--- config.mk ---
export PLATFORM = sky130hd
export DESIGN_NAME = clrr_result_regs
export DESIGN_NICKNAME = d
export VERILOG_FILES = /design/src/clrr_pkg.sv /design/src/clrr_result_regs.sv /design/src/clrr_channel_fmt.sv
export VERILOG_INCLUDE_DIRS = /design/src
export SDC_FILE = /design/constraint.sdc
export NUM_CORES = 1
export LEC_CHECK = 0
export BUFFER_PORTS_ARGS = -buffer_cell sky130_fd_sc_hd__buf_2
export CAP_MARGIN = 20
export CORE_UTILIZATION = 31
export DETAILED_ROUTE_END_ITERATION = 6
export HOLD_SLACK_MARGIN = 0.15
export MAX_ROUTING_LAYER = met4
export PLACE_DENSITY = 0.5
export SYNTH_ARGS = -nofsm -noshare
export SYNTH_HDL_FRONTEND = slang
export SYNTH_SLANG_ARGS = --single-unit
--- constraint.sdc ---
create_clock -name clk_sys -period 3.6 [get_ports clk_sys]
set_input_delay 0.36 -clock clk_sys [delete_from_list [all_inputs] [get_ports clk_sys]]
set_output_delay 0.36 -clock clk_sys [all_outputs]
set_load 0.03 [all_outputs]
--- src/clrr_params.svh ---
// Constants for the colour light result register block.
// Summary of operation
// - Each colour result equals its raw value minus the compensation result.
// - A full-scale raw colour value reports maximum and skips the subtraction.
// - Every result is clipped to two to the resolution minus one, unsigned.
// - Results stay LSB-aligned whatever resolution is selected.
// - Upper byte zero at 16 bits or fewer; middle byte bits above the resolution zero below 16 bits.
// - Green result sits at 07, 08 and 09, low byte first.
// - Bits seven to four of each top byte always read zero.
// - Blue result sits at 0A, 0B and 0C, low byte first.
// - Red result sits at 0D, 0E and 0F, low byte first.
// - Raw compensation result sits at 10, 11 and 12, same formatting.
// - All result bytes are read-only and hold zero after reset.
`ifndef CLRR_PARAMS_SVH
`define CLRR_PARAMS_SVH

`define CLRR_GREEN_LOW   8'h07
`define CLRR_GREEN_MID   8'h08
`define CLRR_GREEN_HIGH  8'h09
`define CLRR_BLUE_LOW    8'h0a
`define CLRR_BLUE_MID    8'h0b
`define CLRR_BLUE_HIGH   8'h0c
`define CLRR_RED_LOW     8'h0d
`define CLRR_RED_MID     8'h0e
`define CLRR_RED_HIGH    8'h0f
`define CLRR_COMP_LOW    8'h10
`define CLRR_COMP_MID    8'h11
`define CLRR_COMP_HIGH   8'h12

`define CLRR_RESULT_RESET 20'h0_0000
`define CLRR_FULL_ONES    20'hf_ffff
`define CLRR_BYTE_ZERO    8'h00
`define CLRR_NIBBLE_ZERO  4'h0
`define CLRR_RES_CODE_RST 3'h0
`define CLRR_MID_LSB      8
`define CLRR_HIGH_LSB     16

`endif

--- src/clrr_pkg.sv ---
// Types shared by the colour light result register block.
package clrr_pkg;

    typedef logic [19:0] clrr_result_t;
    typedef logic [2:0]  clrr_res_code_t;

endpackage

--- src/clrr_result_regs.sv ---
// Result register file for the colour and compensation light channels.
`timescale 1ns/1ps
`include "clrr_params.svh"

module clrr_result_regs
    import clrr_pkg::*;
#(
    parameter int W = 20
)
(
    // Clock and reset
    input  wire logic         clk_sys,
    input  wire logic         rst,
    // Converter results, one pulse per finished conversion set
    input  wire logic         raw_valid,
    input  wire logic [W-1:0] raw_green_value,
    input  wire logic [W-1:0] raw_blue_value,
    input  wire logic [W-1:0] raw_red_value,
    input  wire logic [W-1:0] raw_comp_value,
    // Resolution code: 0 selects 20 bits, 7 selects 13 bits
    input  wire logic [2:0]   resolution_rate_config,
    // Register read port
    input  wire logic         rd_req,
    input  wire logic [7:0]   rd_addr,
    output logic              rd_ack,
    output logic [7:0]        rd_data,
    // Stored results
    output logic [W-1:0]      green_result,
    output logic [W-1:0]      blue_result,
    output logic [W-1:0]      red_result,
    output logic [W-1:0]      temp_comp_result
);

    clrr_result_t   max_val;
    clrr_result_t   stored_max;
    clrr_result_t   green_next;
    clrr_result_t   blue_next;
    clrr_result_t   red_next;
    clrr_result_t   comp_next;
    clrr_result_t   green_reg;
    clrr_result_t   blue_reg;
    clrr_result_t   red_reg;
    clrr_result_t   comp_reg;
    clrr_res_code_t res_code_reg;
    logic [7:0]     rd_data_next;
    logic [7:0]     rd_data_reg;
    logic           rd_ack_reg;

    // Clipping to the full-scale mask keeps bit weights fixed per resolution.
    assign max_val = `CLRR_FULL_ONES >> resolution_rate_config;

    // Mask of the stored set; every bit above it is zero fill in the upper bytes.
    assign stored_max = `CLRR_FULL_ONES >> res_code_reg;

    clrr_channel_fmt #(.W(W)) u_fmt_green
    (
        .raw_value  (raw_green_value),
        .comp_value (raw_comp_value),
        .max_value  (max_val),
        .comp_en    (1'b1),
        .result     (green_next)
    );

    clrr_channel_fmt #(.W(W)) u_fmt_blue
    (
        .raw_value  (raw_blue_value),
        .comp_value (raw_comp_value),
        .max_value  (max_val),
        .comp_en    (1'b1),
        .result     (blue_next)
    );

    clrr_channel_fmt #(.W(W)) u_fmt_red
    (
        .raw_value  (raw_red_value),
        .comp_value (raw_comp_value),
        .max_value  (max_val),
        .comp_en    (1'b1),
        .result     (red_next)
    );

    // The compensation channel itself is reported uncompensated.
    clrr_channel_fmt #(.W(W)) u_fmt_comp
    (
        .raw_value  (raw_comp_value),
        .comp_value (raw_comp_value),
        .max_value  (max_val),
        .comp_en    (1'b0),
        .result     (comp_next)
    );

    // Results load only on a finished conversion; the host cannot write them.
    always_ff @(posedge clk_sys or posedge rst)
    begin
        if (rst)
        begin
            green_reg <= `CLRR_RESULT_RESET;
            blue_reg  <= `CLRR_RESULT_RESET;
            red_reg   <= `CLRR_RESULT_RESET;
            comp_reg  <= `CLRR_RESULT_RESET;
        end
        else if (raw_valid)
        begin
            green_reg <= green_next;
            blue_reg  <= blue_next;
            red_reg   <= red_next;
            comp_reg  <= comp_next;
        end
    end

    // The resolution of the stored set is kept for checking the zero fill.
    always_ff @(posedge clk_sys or posedge rst)
    begin
        if (rst)
            res_code_reg <= `CLRR_RES_CODE_RST;
        else if (raw_valid)
            res_code_reg <= resolution_rate_config;
    end

    // Top bytes carry only four data bits; the upper nibble is tied to zero.
    always_comb
    begin
        unique case (rd_addr)
            `CLRR_GREEN_LOW:  rd_data_next = green_reg[7:0];
            `CLRR_GREEN_MID:  rd_data_next = green_reg[15:8];
            `CLRR_GREEN_HIGH: rd_data_next = {`CLRR_NIBBLE_ZERO, green_reg[19:16]};
            `CLRR_BLUE_LOW:   rd_data_next = blue_reg[7:0];
            `CLRR_BLUE_MID:   rd_data_next = blue_reg[15:8];
            `CLRR_BLUE_HIGH:  rd_data_next = {`CLRR_NIBBLE_ZERO, blue_reg[19:16]};
            `CLRR_RED_LOW:    rd_data_next = red_reg[7:0];
            `CLRR_RED_MID:    rd_data_next = red_reg[15:8];
            `CLRR_RED_HIGH:   rd_data_next = {`CLRR_NIBBLE_ZERO, red_reg[19:16]};
            `CLRR_COMP_LOW:   rd_data_next = comp_reg[7:0];
            `CLRR_COMP_MID:   rd_data_next = comp_reg[15:8];
            `CLRR_COMP_HIGH:  rd_data_next = {`CLRR_NIBBLE_ZERO, comp_reg[19:16]};
            default:          rd_data_next = `CLRR_BYTE_ZERO;
        endcase
    end

    // Read data is registered so the host sees a clean byte one cycle later.
    always_ff @(posedge clk_sys or posedge rst)
    begin
        if (rst)
        begin
            rd_data_reg <= `CLRR_BYTE_ZERO;
            rd_ack_reg  <= 1'b0;
        end
        else
        begin
            rd_ack_reg <= rd_req;
            if (rd_req)
                rd_data_reg <= rd_data_next;
        end
    end

    assign rd_ack           = rd_ack_reg;
    assign rd_data          = rd_data_reg;
    assign green_result     = green_reg;
    assign blue_result      = blue_reg;
    assign red_result       = red_reg;
    assign temp_comp_result = comp_reg;
endmodule // clrr_result_regs

--- src/clrr_channel_fmt.sv ---
// One channel formatter: compensation, full-scale override and clipping.
`timescale 1ns/1ps
`include "clrr_params.svh"

module clrr_channel_fmt
    import clrr_pkg::*;
#(
    parameter int W = 20
)
(
    // Sample inputs
    input  wire logic [W-1:0] raw_value,
    input  wire logic [W-1:0] comp_value,
    input  wire logic [W-1:0] max_value,
    input  wire logic         comp_en,
    // Formatted result
    output logic      [W-1:0] result
);

    logic [W-1:0] raw_clip;
    logic [W-1:0] comp_clip;
    logic         full_scale;

    // The raw value may come from a wider converter than the chosen resolution.
    assign full_scale = (raw_value >= max_value);
    assign raw_clip   = full_scale ? max_value : raw_value;
    assign comp_clip  = (comp_value > max_value) ? max_value : comp_value;

    always_comb
    begin
        if (!comp_en)
            result = raw_clip;
        else if (full_scale)
            result = max_value;
        else if (raw_clip > comp_clip)
            result = raw_clip - comp_clip;
        else
            result = '0;
    end

endmodule // clrr_channel_fmt

==> run summary, run 1 <==
The arrival time at the worst endpoint came out at 4270 ps. The source of the critical timing path is resolution_rate_config[1]. The number of nets in the final layout is 1757. The maximum operating frequency came out at 244 MHz. Dividing the final minimum period by the clock period gives 1.14. In this run the worst path has a maximum fanout of 5.

The TritonCTS sink count came out at 89. The clock period minus final worst setup slack came out at 4100 ps. The worst-case IR drop observed on VDD is 0.000205 V.

The area of the die is 0.0283 mm². The number of cell rows is 60. The cell area that synthesis handed to floorplanning was 0.00855 mm². The leading register cell type out of synthesis is sky130_fd_sc_hd__dfrtp_1. By instance count, the leading cell after synthesis is sky130_fd_sc_hd__nor2_1. The detailed router finished its first iteration with 932 violations. The register area share after synthesis came out at 0.260. TritonCTS built the clock tree. Setup violations remaining at the end of the flow were counted as 60. Sorting the synthesized cells by how often they occur yields 159 x sky130_fd_sc_hd__nor2_1, 139 x sky130_fd_sc_hd__a21oi_1, 89 x sky130_fd_sc_hd__dfrtp_1. sky130_fd_sc_hd__dfrtp_1 takes more of the synthesized area than any other cell. The first global-routing pass estimated 59900 µm of wire. The routed wire length came out at 40100 µm. The clock input transition at the sequential cells of the worst setup and hold paths is 70 ps. For this configuration, the core starts out at a cell density of 0.316. The top-level port count came out at 184.

Traced cell by cell, the critical path runs through buf_8 > nor2_4 > inv_4 > nor2_4 > inv_2 > ha_4 > nand4_1 > or3_1 > or4_4 > nor2b_4 > buf_12 > nor2_4 > buf_6 > ha_4 > or2_4 > a21o_1 > o211ai_4 > nand4b_1 > a21bo_2 > nor4b_1 > nor4b_1 > a311oi_1. The kind of start point of the critical path is a primary input. In this run the clock root is driven by a sky130_fd_sc_hd__clkbuf_16.

The total global-route track usage is 0.291. The count of TritonRoute iterations in the first routing pass came out at 7. Power spread over the standard cell area amounts to 429 mW/mm². The standard cell core area is 0.0270 mm². The worst stage delay on the critical path is 450 ps. The diode insertion count for antenna repair is 0.

The leakage power of the design came out at 0.00628 µW. The origin of the worst min-delay path is rd_req. The number of nets handed over by synthesis was 1256. The share of cells above drive strength 1 came out at 0.454.

The initial antenna violation count is 0. The count of flip-flops with a built-in enable after synthesis came out at 0. The final reports fail on negative setup slack.

The largest individual stage delay along the critical path comes from the cell sky130_fd_sc_hd__or4_4. The post-synthesis to final-layout area growth came out at 58.7%. The number of nets with antenna violations after detailed routing came out at 0. For this run, the number of Yosys warnings is 0. The endpoint kind of the worst setup timing path is a flip-flop. Of the post-synthesis cell area, the dominant cell type holds 0.260. The pin count of the biggest net entering global routing came out at 80.

The final weighted congestion of routability-driven global placement is 0.980. The placed wire-length estimate after detailed placement is 33300 µm. The H-tree depth is 3.

The number of max-slew violations in the final report is 0. Setup repair after global routing could not meet its margin everywhere. The cell area after layout came out at 0.0136 mm². In this run the mean area of a mapped cell was 7.91 µm². The clock latency reported for the late side of the worst-skew pair came out at 340 ps.

The die height came out at 168 µm. In this run the critical register-to-register path is launched from temp_comp_result[16]. The detailed-route wire length per cell came out at 20.8 µm. The final total power came out at 5830 µW.

The detailed-route via count is 10.3k. The placed instances occupy a cell area of 0.0126 mm². In this run the worst hold path is classified as in2reg.

The number of register bits inferred by synthesis came out at 89. The worst setup slack after layout is -501 ps. The finished layout holds 1928 standard cells, fillers aside.

The max-slew headroom at the worst pin is 0.336. The slew at the pin with the worst max-slew slack is 971 ps. The hold violation total from the final report is 0. Counting the buffers created by CTS gives 9.

The die is 168 µm wide. The via count normalized by instance count is 5.32. The maximum buffer depth of the clock tree came out at 2. The tool flagged a number of max-cap violations equal to 0. The number of global-route vias before repair is 9811.

The netlist uses 83 different library cells. The most used cell along the critical path is sky130_fd_sc_hd__nor2_4. The run finished, with violations left. The total instance count after detailed placement came out at 1892.

Hold is met by 318 ps. For the final database, setup skew stands at 5.03 ps. The proportion of synthesized flip-flops having asynchronous set or reset is 1.00.

The global-route congestion overflow total came out at 0. Input and output buffers added on the ports amount to 183. The worst setup path is of the in2reg kind. Yosys attributes the largest share of cell area to sky130_fd_sc_hd__dfrtp_1 26%, sky130_fd_sc_hd__ha_1 11%, sky130_fd_sc_hd__a21oi_1 8.1%. The critical path required time is 3770 ps.

In the synthesized netlist, the number of instances is 1081. The final cell utilization of the core came out at 0.502. The number of design rule violations left after detail routing came out at 0.
==> logic make-up after synthesis <==
logic type | share of synthesized area
simple gates | 0.228
buf+inv | 0.0407
fa+ha+maj | 0.120
xor+xnor | 0.0399
flops | 0.260
compound gates | 0.274
mux | 0.0374
==> timing repair <==
action                                  CTS  global route
endpoints found under the setup margin   60            60
hold buffers                              1             0
hold endpoints to repair                 10             0
setup buffers                             9            10
gates resized for setup                  76            32
gates cloned                              2             0
pin swaps                                28            10
==> critical path, delay by kind of cell <==
kind | cells | cell delay, ps
and+or+nand+nor | 11 | 2280
AOI/OAI and AO/OA | 4 | 650
buffers and inverters | 5 | 520
adders and majority gates | 2 | 460
==> where the power goes <==
part	leakage [µW]	internal (µW)	switching [µW]
clock network	0.000139	481	439
registers	0.000977	1160	232
logic	0.00516	1570	1950
==> worst paths after layout <==
path	end	slack [ps]	depth (start not counted)
worst min register to register	rd_data[3]	490	1
min in group asynchronous	blue_result[11]	470	3
worst max register to register	rd_data[0]	1370	6
worst max-delay path	blue_result[19]	-500	22
max in group asynchronous	rd_data[0]	2430	4
worst min-delay path	rd_ack	320	1
==> cell type report <==
type | count | area, µm²
Clock buffer | 10 | 229
Clock inverter | 6 | 51.3
Fill cell | 2634 | 13500
Inverter | 34 | 131
Multi-Input combinational cell | 915 | 6780
Sequential cell | 89 | 2230
Tap cell | 341 | 427
Timing Repair Buffer | 533 | 3730
==> layout by cell type (no fill, tap or decap), types with 14 or more instances in the layout <==
cell type	netlist	routed
sky130_fd_sc_hd__o21ai_0	49	41
sky130_fd_sc_hd__a21o_1	25	25
sky130_fd_sc_hd__a21oi_2	7	41
sky130_fd_sc_hd__or2_2	16	14
sky130_fd_sc_hd__dfrtp_1	89	89
sky130_fd_sc_hd__ha_1	77	64
sky130_fd_sc_hd__mux2i_1	23	19
sky130_fd_sc_hd__xnor2_1	28	27
sky130_fd_sc_hd__nor3_1	23	20
sky130_fd_sc_hd__inv_1	33	29
sky130_fd_sc_hd__nand2_1	63	57
sky130_fd_sc_hd__nand3_1	21	18
sky130_fd_sc_hd__nor2_1	159	144
sky130_fd_sc_hd__buf_2	14	180
sky130_fd_sc_hd__buf_4	1	329
sky130_fd_sc_hd__nand4_1	19	19
sky130_fd_sc_hd__nand2b_1	39	38
sky130_fd_sc_hd__a21oi_1	139	103
sky130_fd_sc_hd__a31oi_1	33	29
==> layer usage <==
| layer | routed length, µm | vias up | global-route usage |
|---|---|---|---|
| met3 | 2320 | 68 | 0.0256 |
| li1 | - | 4993 | - |
| met2 | 17000 | 419 | 0.433 |
| met5 | 0 | - | - |
| met4 | 1430 | 0 | 0.0992 |
| met1 | 19300 | 4783 | 0.413 |
==> per-stage QoR <==
| step | setup TNS (ps) | setup slack (ps) |
|---|---|---|
| after floorplan | -32910 | -637 |
| after global placement | -51890 | -995 |
| after detailed placement | -54970 | -1030 |
| after CTS | -19900 | -445 |
| after global routing | -32650 | -671 |
| final | -22830 | -501 |
(Power assumes the default switching activity.)
==> run 2, diff against run 1 <==
--- a/config.mk
+++ b/config.mk
@@ -8,11 +8,11 @@
 export LEC_CHECK = 0
 export BUFFER_PORTS_ARGS = -buffer_cell sky130_fd_sc_hd__buf_2
 export CAP_MARGIN = 20
-export CORE_UTILIZATION = 31
+export CORE_UTILIZATION = 55
 export DETAILED_ROUTE_END_ITERATION = 6
 export HOLD_SLACK_MARGIN = 0.15
 export MAX_ROUTING_LAYER = met4
-export PLACE_DENSITY = 0.5
+export PLACE_DENSITY = 0.8
 export SYNTH_ARGS = -nofsm -noshare
 export SYNTH_HDL_FRONTEND = slang
 export SYNTH_SLANG_ARGS = --single-unit
==> run summary, run 2 <==
The number of register bits inferred by synthesis came to 89 (unchanged). The final weighted congestion of routability-driven global placement is 1.06 (+7.8%). The mean instance size in the synthesized netlist was 7.91 µm² (unchanged). The synthesized instance count is 1081 (unchanged). The global-route congestion overflow total is 307. The count of unique library cells instantiated by Yosys came out at 83 (unchanged). The top-level port count is 184 (unchanged). The effective utilization at floorplan is 0.563 (+0.246). The number of input and output port buffers inserted is 183 (unchanged).

Ranked by instance count, the synthesized netlist is headed by 159 x sky130_fd_sc_hd__nor2_1, 139 x sky130_fd_sc_hd__a21oi_1, 89 x sky130_fd_sc_hd__dfrtp_1. The number of cell rows is 45 (-25%). The worst setup timing slack at the placement stage is -1010 ps (+21.8 ps). The fraction of synthesized cell area taken by the top area cell type was 0.260 (unchanged). Progress stopped at 5_1_grt. The maximum buffer depth of the clock tree is 2 (unchanged).

The die height came out at 127 µm (-25%). The TritonCTS sink count was 89 (unchanged). The leading register cell type out of synthesis is sky130_fd_sc_hd__dfrtp_1. The number of warnings issued by yosys came out at 0 (unchanged).

After the last repair the worst path ends at a sequential cell input. The placed wire-length estimate after detailed placement is 29800 µm (-10%). The proportion of synthesized flip-flops having asynchronous set or reset is 1.00 (unchanged). After synthesis, the cell types taking the most area are sky130_fd_sc_hd__dfrtp_1 26%, sky130_fd_sc_hd__ha_1 11%, sky130_fd_sc_hd__a21oi_1 8.1%. The count of flip-flops with a built-in enable after synthesis is 0 (unchanged). The total global-route track usage is 0.900. The cell taking the most area after synthesis is sky130_fd_sc_hd__dfrtp_1. The horizontal extent of the die came to 127 µm (-25%). The number of buffers created by CTS came out at 9 (unchanged). The total instance count after detailed placement came out at 1718 (-9.2%). The register area share after synthesis is 0.260 (unchanged). The first error in the log reads "[ERROR GRT-0232] Routing congestion too high. Check the congestion heatmap in the GUI". The pin count of the biggest net entering global routing came out at 57.

The post-synth net total is 1256 (unchanged). The library cell with the highest instance count after synthesis is sky130_fd_sc_hd__nor2_1. The H-tree depth came out at 3 (unchanged). The root buffer cell is sky130_fd_sc_hd__clkbuf_16. The run stopped with a tool error. After global-route timing repair, the worst endpoint was green_result[1]$_DFFE_PP0P_/D. The cell area after synthesis came out at 0.00855 mm² (unchanged).
-- run 2: routing by layer --
metal | overflow | global-route usage
met1 | 8 | 0.861
met2 | 176 | 1.04
met3 | 11 | 0.730
met4 | 112 | 0.991
met5 | - | -
-- run 2: logic make-up after synthesis --
logic type | Yosys count | synth area share
fa+ha+maj | 80 | 0.120
simple gates | 401 | 0.228
buf+inv | 79 | 0.0407
xor+xnor | 39 | 0.0399
flops | 89 | 0.260
compound gates | 362 | 0.274
mux | 31 | 0.0374
-- run 2: stage by stage --
stage | hold slack (ps) | instance area [µm²]
floorplan | 391 | 8970
global placement | 385 | 12300
detailed placement | 385 | 12300
CTS | 309 | 13800
-- run 2: timing repair --
action | in CTS
pin swaps | 56
endpoints found under the setup margin | 60
cloned | 5
setup buffers | 34
hold endpoints to repair | 26
hold buffers | 1
resized for setup | 168
==> run 3, diff against run 2 <==
--- a/config.mk
+++ b/config.mk
@@ -8,11 +8,9 @@
 export LEC_CHECK = 0
 export BUFFER_PORTS_ARGS = -buffer_cell sky130_fd_sc_hd__buf_2
 export CAP_MARGIN = 20
-export CORE_UTILIZATION = 55
+export CORE_UTILIZATION = 40
 export DETAILED_ROUTE_END_ITERATION = 6
-export HOLD_SLACK_MARGIN = 0.15
-export MAX_ROUTING_LAYER = met4
-export PLACE_DENSITY = 0.8
+export PLACE_DENSITY_LB_ADDON = 0.15
 export SYNTH_ARGS = -nofsm -noshare
 export SYNTH_HDL_FRONTEND = slang
 export SYNTH_SLANG_ARGS = --single-unit
==> run summary, run 3 (synthesized netlist as in run 1, its figures left out) <==
Together, buffers and inverters on the worst path number 4. The worst clock skew on the final layout came out at 6.96 ps. The critical path start-end classification is in2reg. The startpoint identified for the worst register-to-register timing path is temp_comp_result[16]. Data on the critical path is required at its endpoint by 3860 ps. Among all stages on the critical path, the largest delay is contributed by sky130_fd_sc_hd__or3b_4.

Of the total power, the clock network draws 0.147. The standard cell core area came out at 0.0210 mm². Of the available clock period, the critical path in the final layout requires 1.14. Grouping stages by cell kind, the critical path spends the most delay in simple AND/OR/NAND/NOR gates. The endpoint kind of the worst setup timing path is a flip-flop. The initial antenna violation count is 0.

Setup repair after global routing could not meet its margin everywhere. The first-pass GRT wire length came out at 59100 µm. The top cell types in the final layout, fill and taps aside, are 344 x sky130_fd_sc_hd__buf_4, 180 x sky130_fd_sc_hd__buf_2, 144 x sky130_fd_sc_hd__nor2_1. The kind of start point of the critical path is a primary input. Setup violations remaining at the end of the flow were counted as 60. The number of global-route vias before repair came out at 10.2k.

The horizontal extent of the die came out at 148 µm (+17%). The clock period minus final worst setup slack came out at 4110 ps. The root buffer cell chosen for the clock tree is sky130_fd_sc_hd__clkbuf_16. The maximum buffer depth of the clock tree is 2 (unchanged). The number of nets in the final layout came out at 1789. The maximum resistive drop on vdd came out at 0.000251 V. The effective utilization at floorplan is 0.407 (-0.156). Walking the worst path, the cells encountered are buf_12 > nor2_4 > inv_4 > nor2_4 > inv_2 > ha_4 > nand4_1 > or3_1 > or4_4 > nor2b_4 > buf_12 > mux2i_4 > ha_1 > and3_4 > nand4_1 > nor3_1 > nand3_1 > o21ai_2 > nor2_4 > or3b_4 > a31oi_1. The standard cell area after detailed placement came out at 0.0124 mm² (+1.6%).

Of the total power, registers draw 0.222. The via count normalized by instance count is 5.73. The filler cell count is 1682.

The TritonCTS sink count is 89 (unchanged). The combinational power share came out at 0.632. The first detailed-routing pass took 6 iterations.

The switching portion of total power came out at 0.446. The TritonCTS clock tree is done. The number of nets with antenna violations after detailed routing came out at 0.

The number of cell rows is 53 (+18%). The critical path starts at resolution_rate_config[1]. The footprint of the flip-flops and latches came out at 0.00223 mm².

The worst register-to-register path ends at rd_data[0]. The most numerous cell type found on the critical path is sky130_fd_sc_hd__nor2_4. The number of design rule violations left after detail routing is 0. The H-tree depth is 3 (unchanged).

The maximum operating frequency is 243 MHz. Measured against its own limit, the worst slew margin works out to 0.411. The analysis attributes to net switching a power of 2780 µW. The final weighted congestion of routability-driven global placement came out at 1.01 (-4.2%). Across the run, the number of max-cap violations was 0.

The slew at the pin with the worst max-slew slack is 861 ps. The detailed-route wire length per cell is 21.0 µm. The worst reg2reg path depth came out at 6. The top-level port count is 184 (unchanged). The leakage power of the design came out at 0.00659 µW.

The global-route congestion overflow total is 0. The number of max-slew violations in the final report came out at 0. The maximum fanout count along the critical path is 7. The die height was 148 µm (+17%).

The worst stage delay on the critical path is 450 ps. The detailed-route via count is 10.9k. The total global-route track usage came out at 0.358.

The multi-input combinational cells in the finished layout cover a total of 0.00733 mm². The most common cell after layout, fill and taps aside is sky130_fd_sc_hd__buf_4. The hold violation total from the final report came to 0. The post-synthesis to final-layout area growth came out at 68.3%. The cell area power density is 433 mW/mm². The detailed router finished its first iteration with 988 violations. The number of input and output port buffers inserted came out at 183 (unchanged). The final reports fail on negative setup slack. In the final timing run, aggregate negative setup slack is -23560 ps.

The path class of the tightest hold or removal check is in2async. The placed wire-length estimate after detailed placement is 31300 µm (+5.2%). The number of buffers created by CTS came to 9 (unchanged). The share of cells above drive strength 1 came out at 0.500. For the worst setup path, the data arrival time is 4370 ps. Entering global routing, the biggest net connects 60 pins. The clock input transition at the sequential cells of the worst setup and hold paths is 70 ps. The routed wire length is 39900 µm. The critical path depth came out at 21. The die covers 0.0220 mm². The internal reg-to-reg setup slack is 1460 ps. The quantity of hold-fixing buffers added after cts came out at 0 (-1).

The internal power came out at 3460 µW. The cell area after layout is 0.0144 mm². The flow ran to the end, but the final reports show violations. Clock latency on the worst-skew pair, taken at its later pin, is 350 ps.

Across all setup checks in the final design, the least slack found is -509 ps.
-- run 3: through the flow --
step	power (µW)	std cells	hold WS, ps	worst slack, ps	utilization
2_1_floorplan	3140	1081	391	-637	-
3_3_place_gp	4510	1813	459	-980	0.592
3_5_place_dp	4530	1813	483	-1030	0.592
4_1_cts	5890	1866	117	-398	0.657
5_1_grt	6530	1894	159	-670	0.685
6_report	6240	1895	90.0	-509	0.685
-- run 3: metal layers --
layer / GRT usage / share of wire / vias up / wire length [µm]
met3: 0.0316 / 0.078 / 81 / 3120
met1: 0.499 / 0.44 / 5120 / 17400
li1: - / - / 5057 / -
met4: 0.149 / 0.041 / 0 / 1630
met2: 0.566 / 0.44 / 597 / 17700
met5: 0 / 0 / - / 0
-- run 3: how the worst max path moves through the flow --
stage,to
2_1_floorplan,green_result[10]
3_3_place_gp,blue_result[12]
3_5_place_dp,blue_result[12]
4_1_cts,green_result[1]
5_1_grt,green_result[3]
6_report,blue_result[12]
-- run 3: worst reg2reg max path, stage by stage, from the launching register on --
cell and delay (ps):
sky130_fd_sc_hd__dfrtp_1 420, sky130_fd_sc_hd__mux2i_1 310, sky130_fd_sc_hd__nor2_1 80, sky130_fd_sc_hd__a21oi_1 140
sky130_fd_sc_hd__nor2_1 80, sky130_fd_sc_hd__a2111oi_0 790, sky130_fd_sc_hd__a31oi_1 170
-- run 3: timing repair --
action / CTS / global route
setup endpoints to repair: 60 / 60
setup buffers: 36 / 31
resized for setup: 154 / 68
cloned: 3 / 1
pin swaps: 65 / 79
-- run 3: final cells by class --
| cell class | count | share of cell area |
|---|---|---|
| sequential | 89 | 0.155 |
| antenna | 1 | 0.000174 |
| tap | 275 | 0.0239 |
| inverter | 34 | 0.00913 |
| clock inverter | 6 | 0.00356 |
| clock buffer | 10 | 0.0159 |
| multi-input combinational | 915 | 0.509 |
| timing repair buffer | 565 | 0.284 |
-- run 3: power by group through the flow --
stage          Clock (µW)  Sequential [µW]  Combinational (µW)
3_3_place_gp            0             1390                3120
3_5_place_dp            0             1390                3140
6_report              916             1380                3940
5_1_grt               959             1390                4180
4_1_cts               917             1370                3600
2_1_floorplan           0             1600                1530
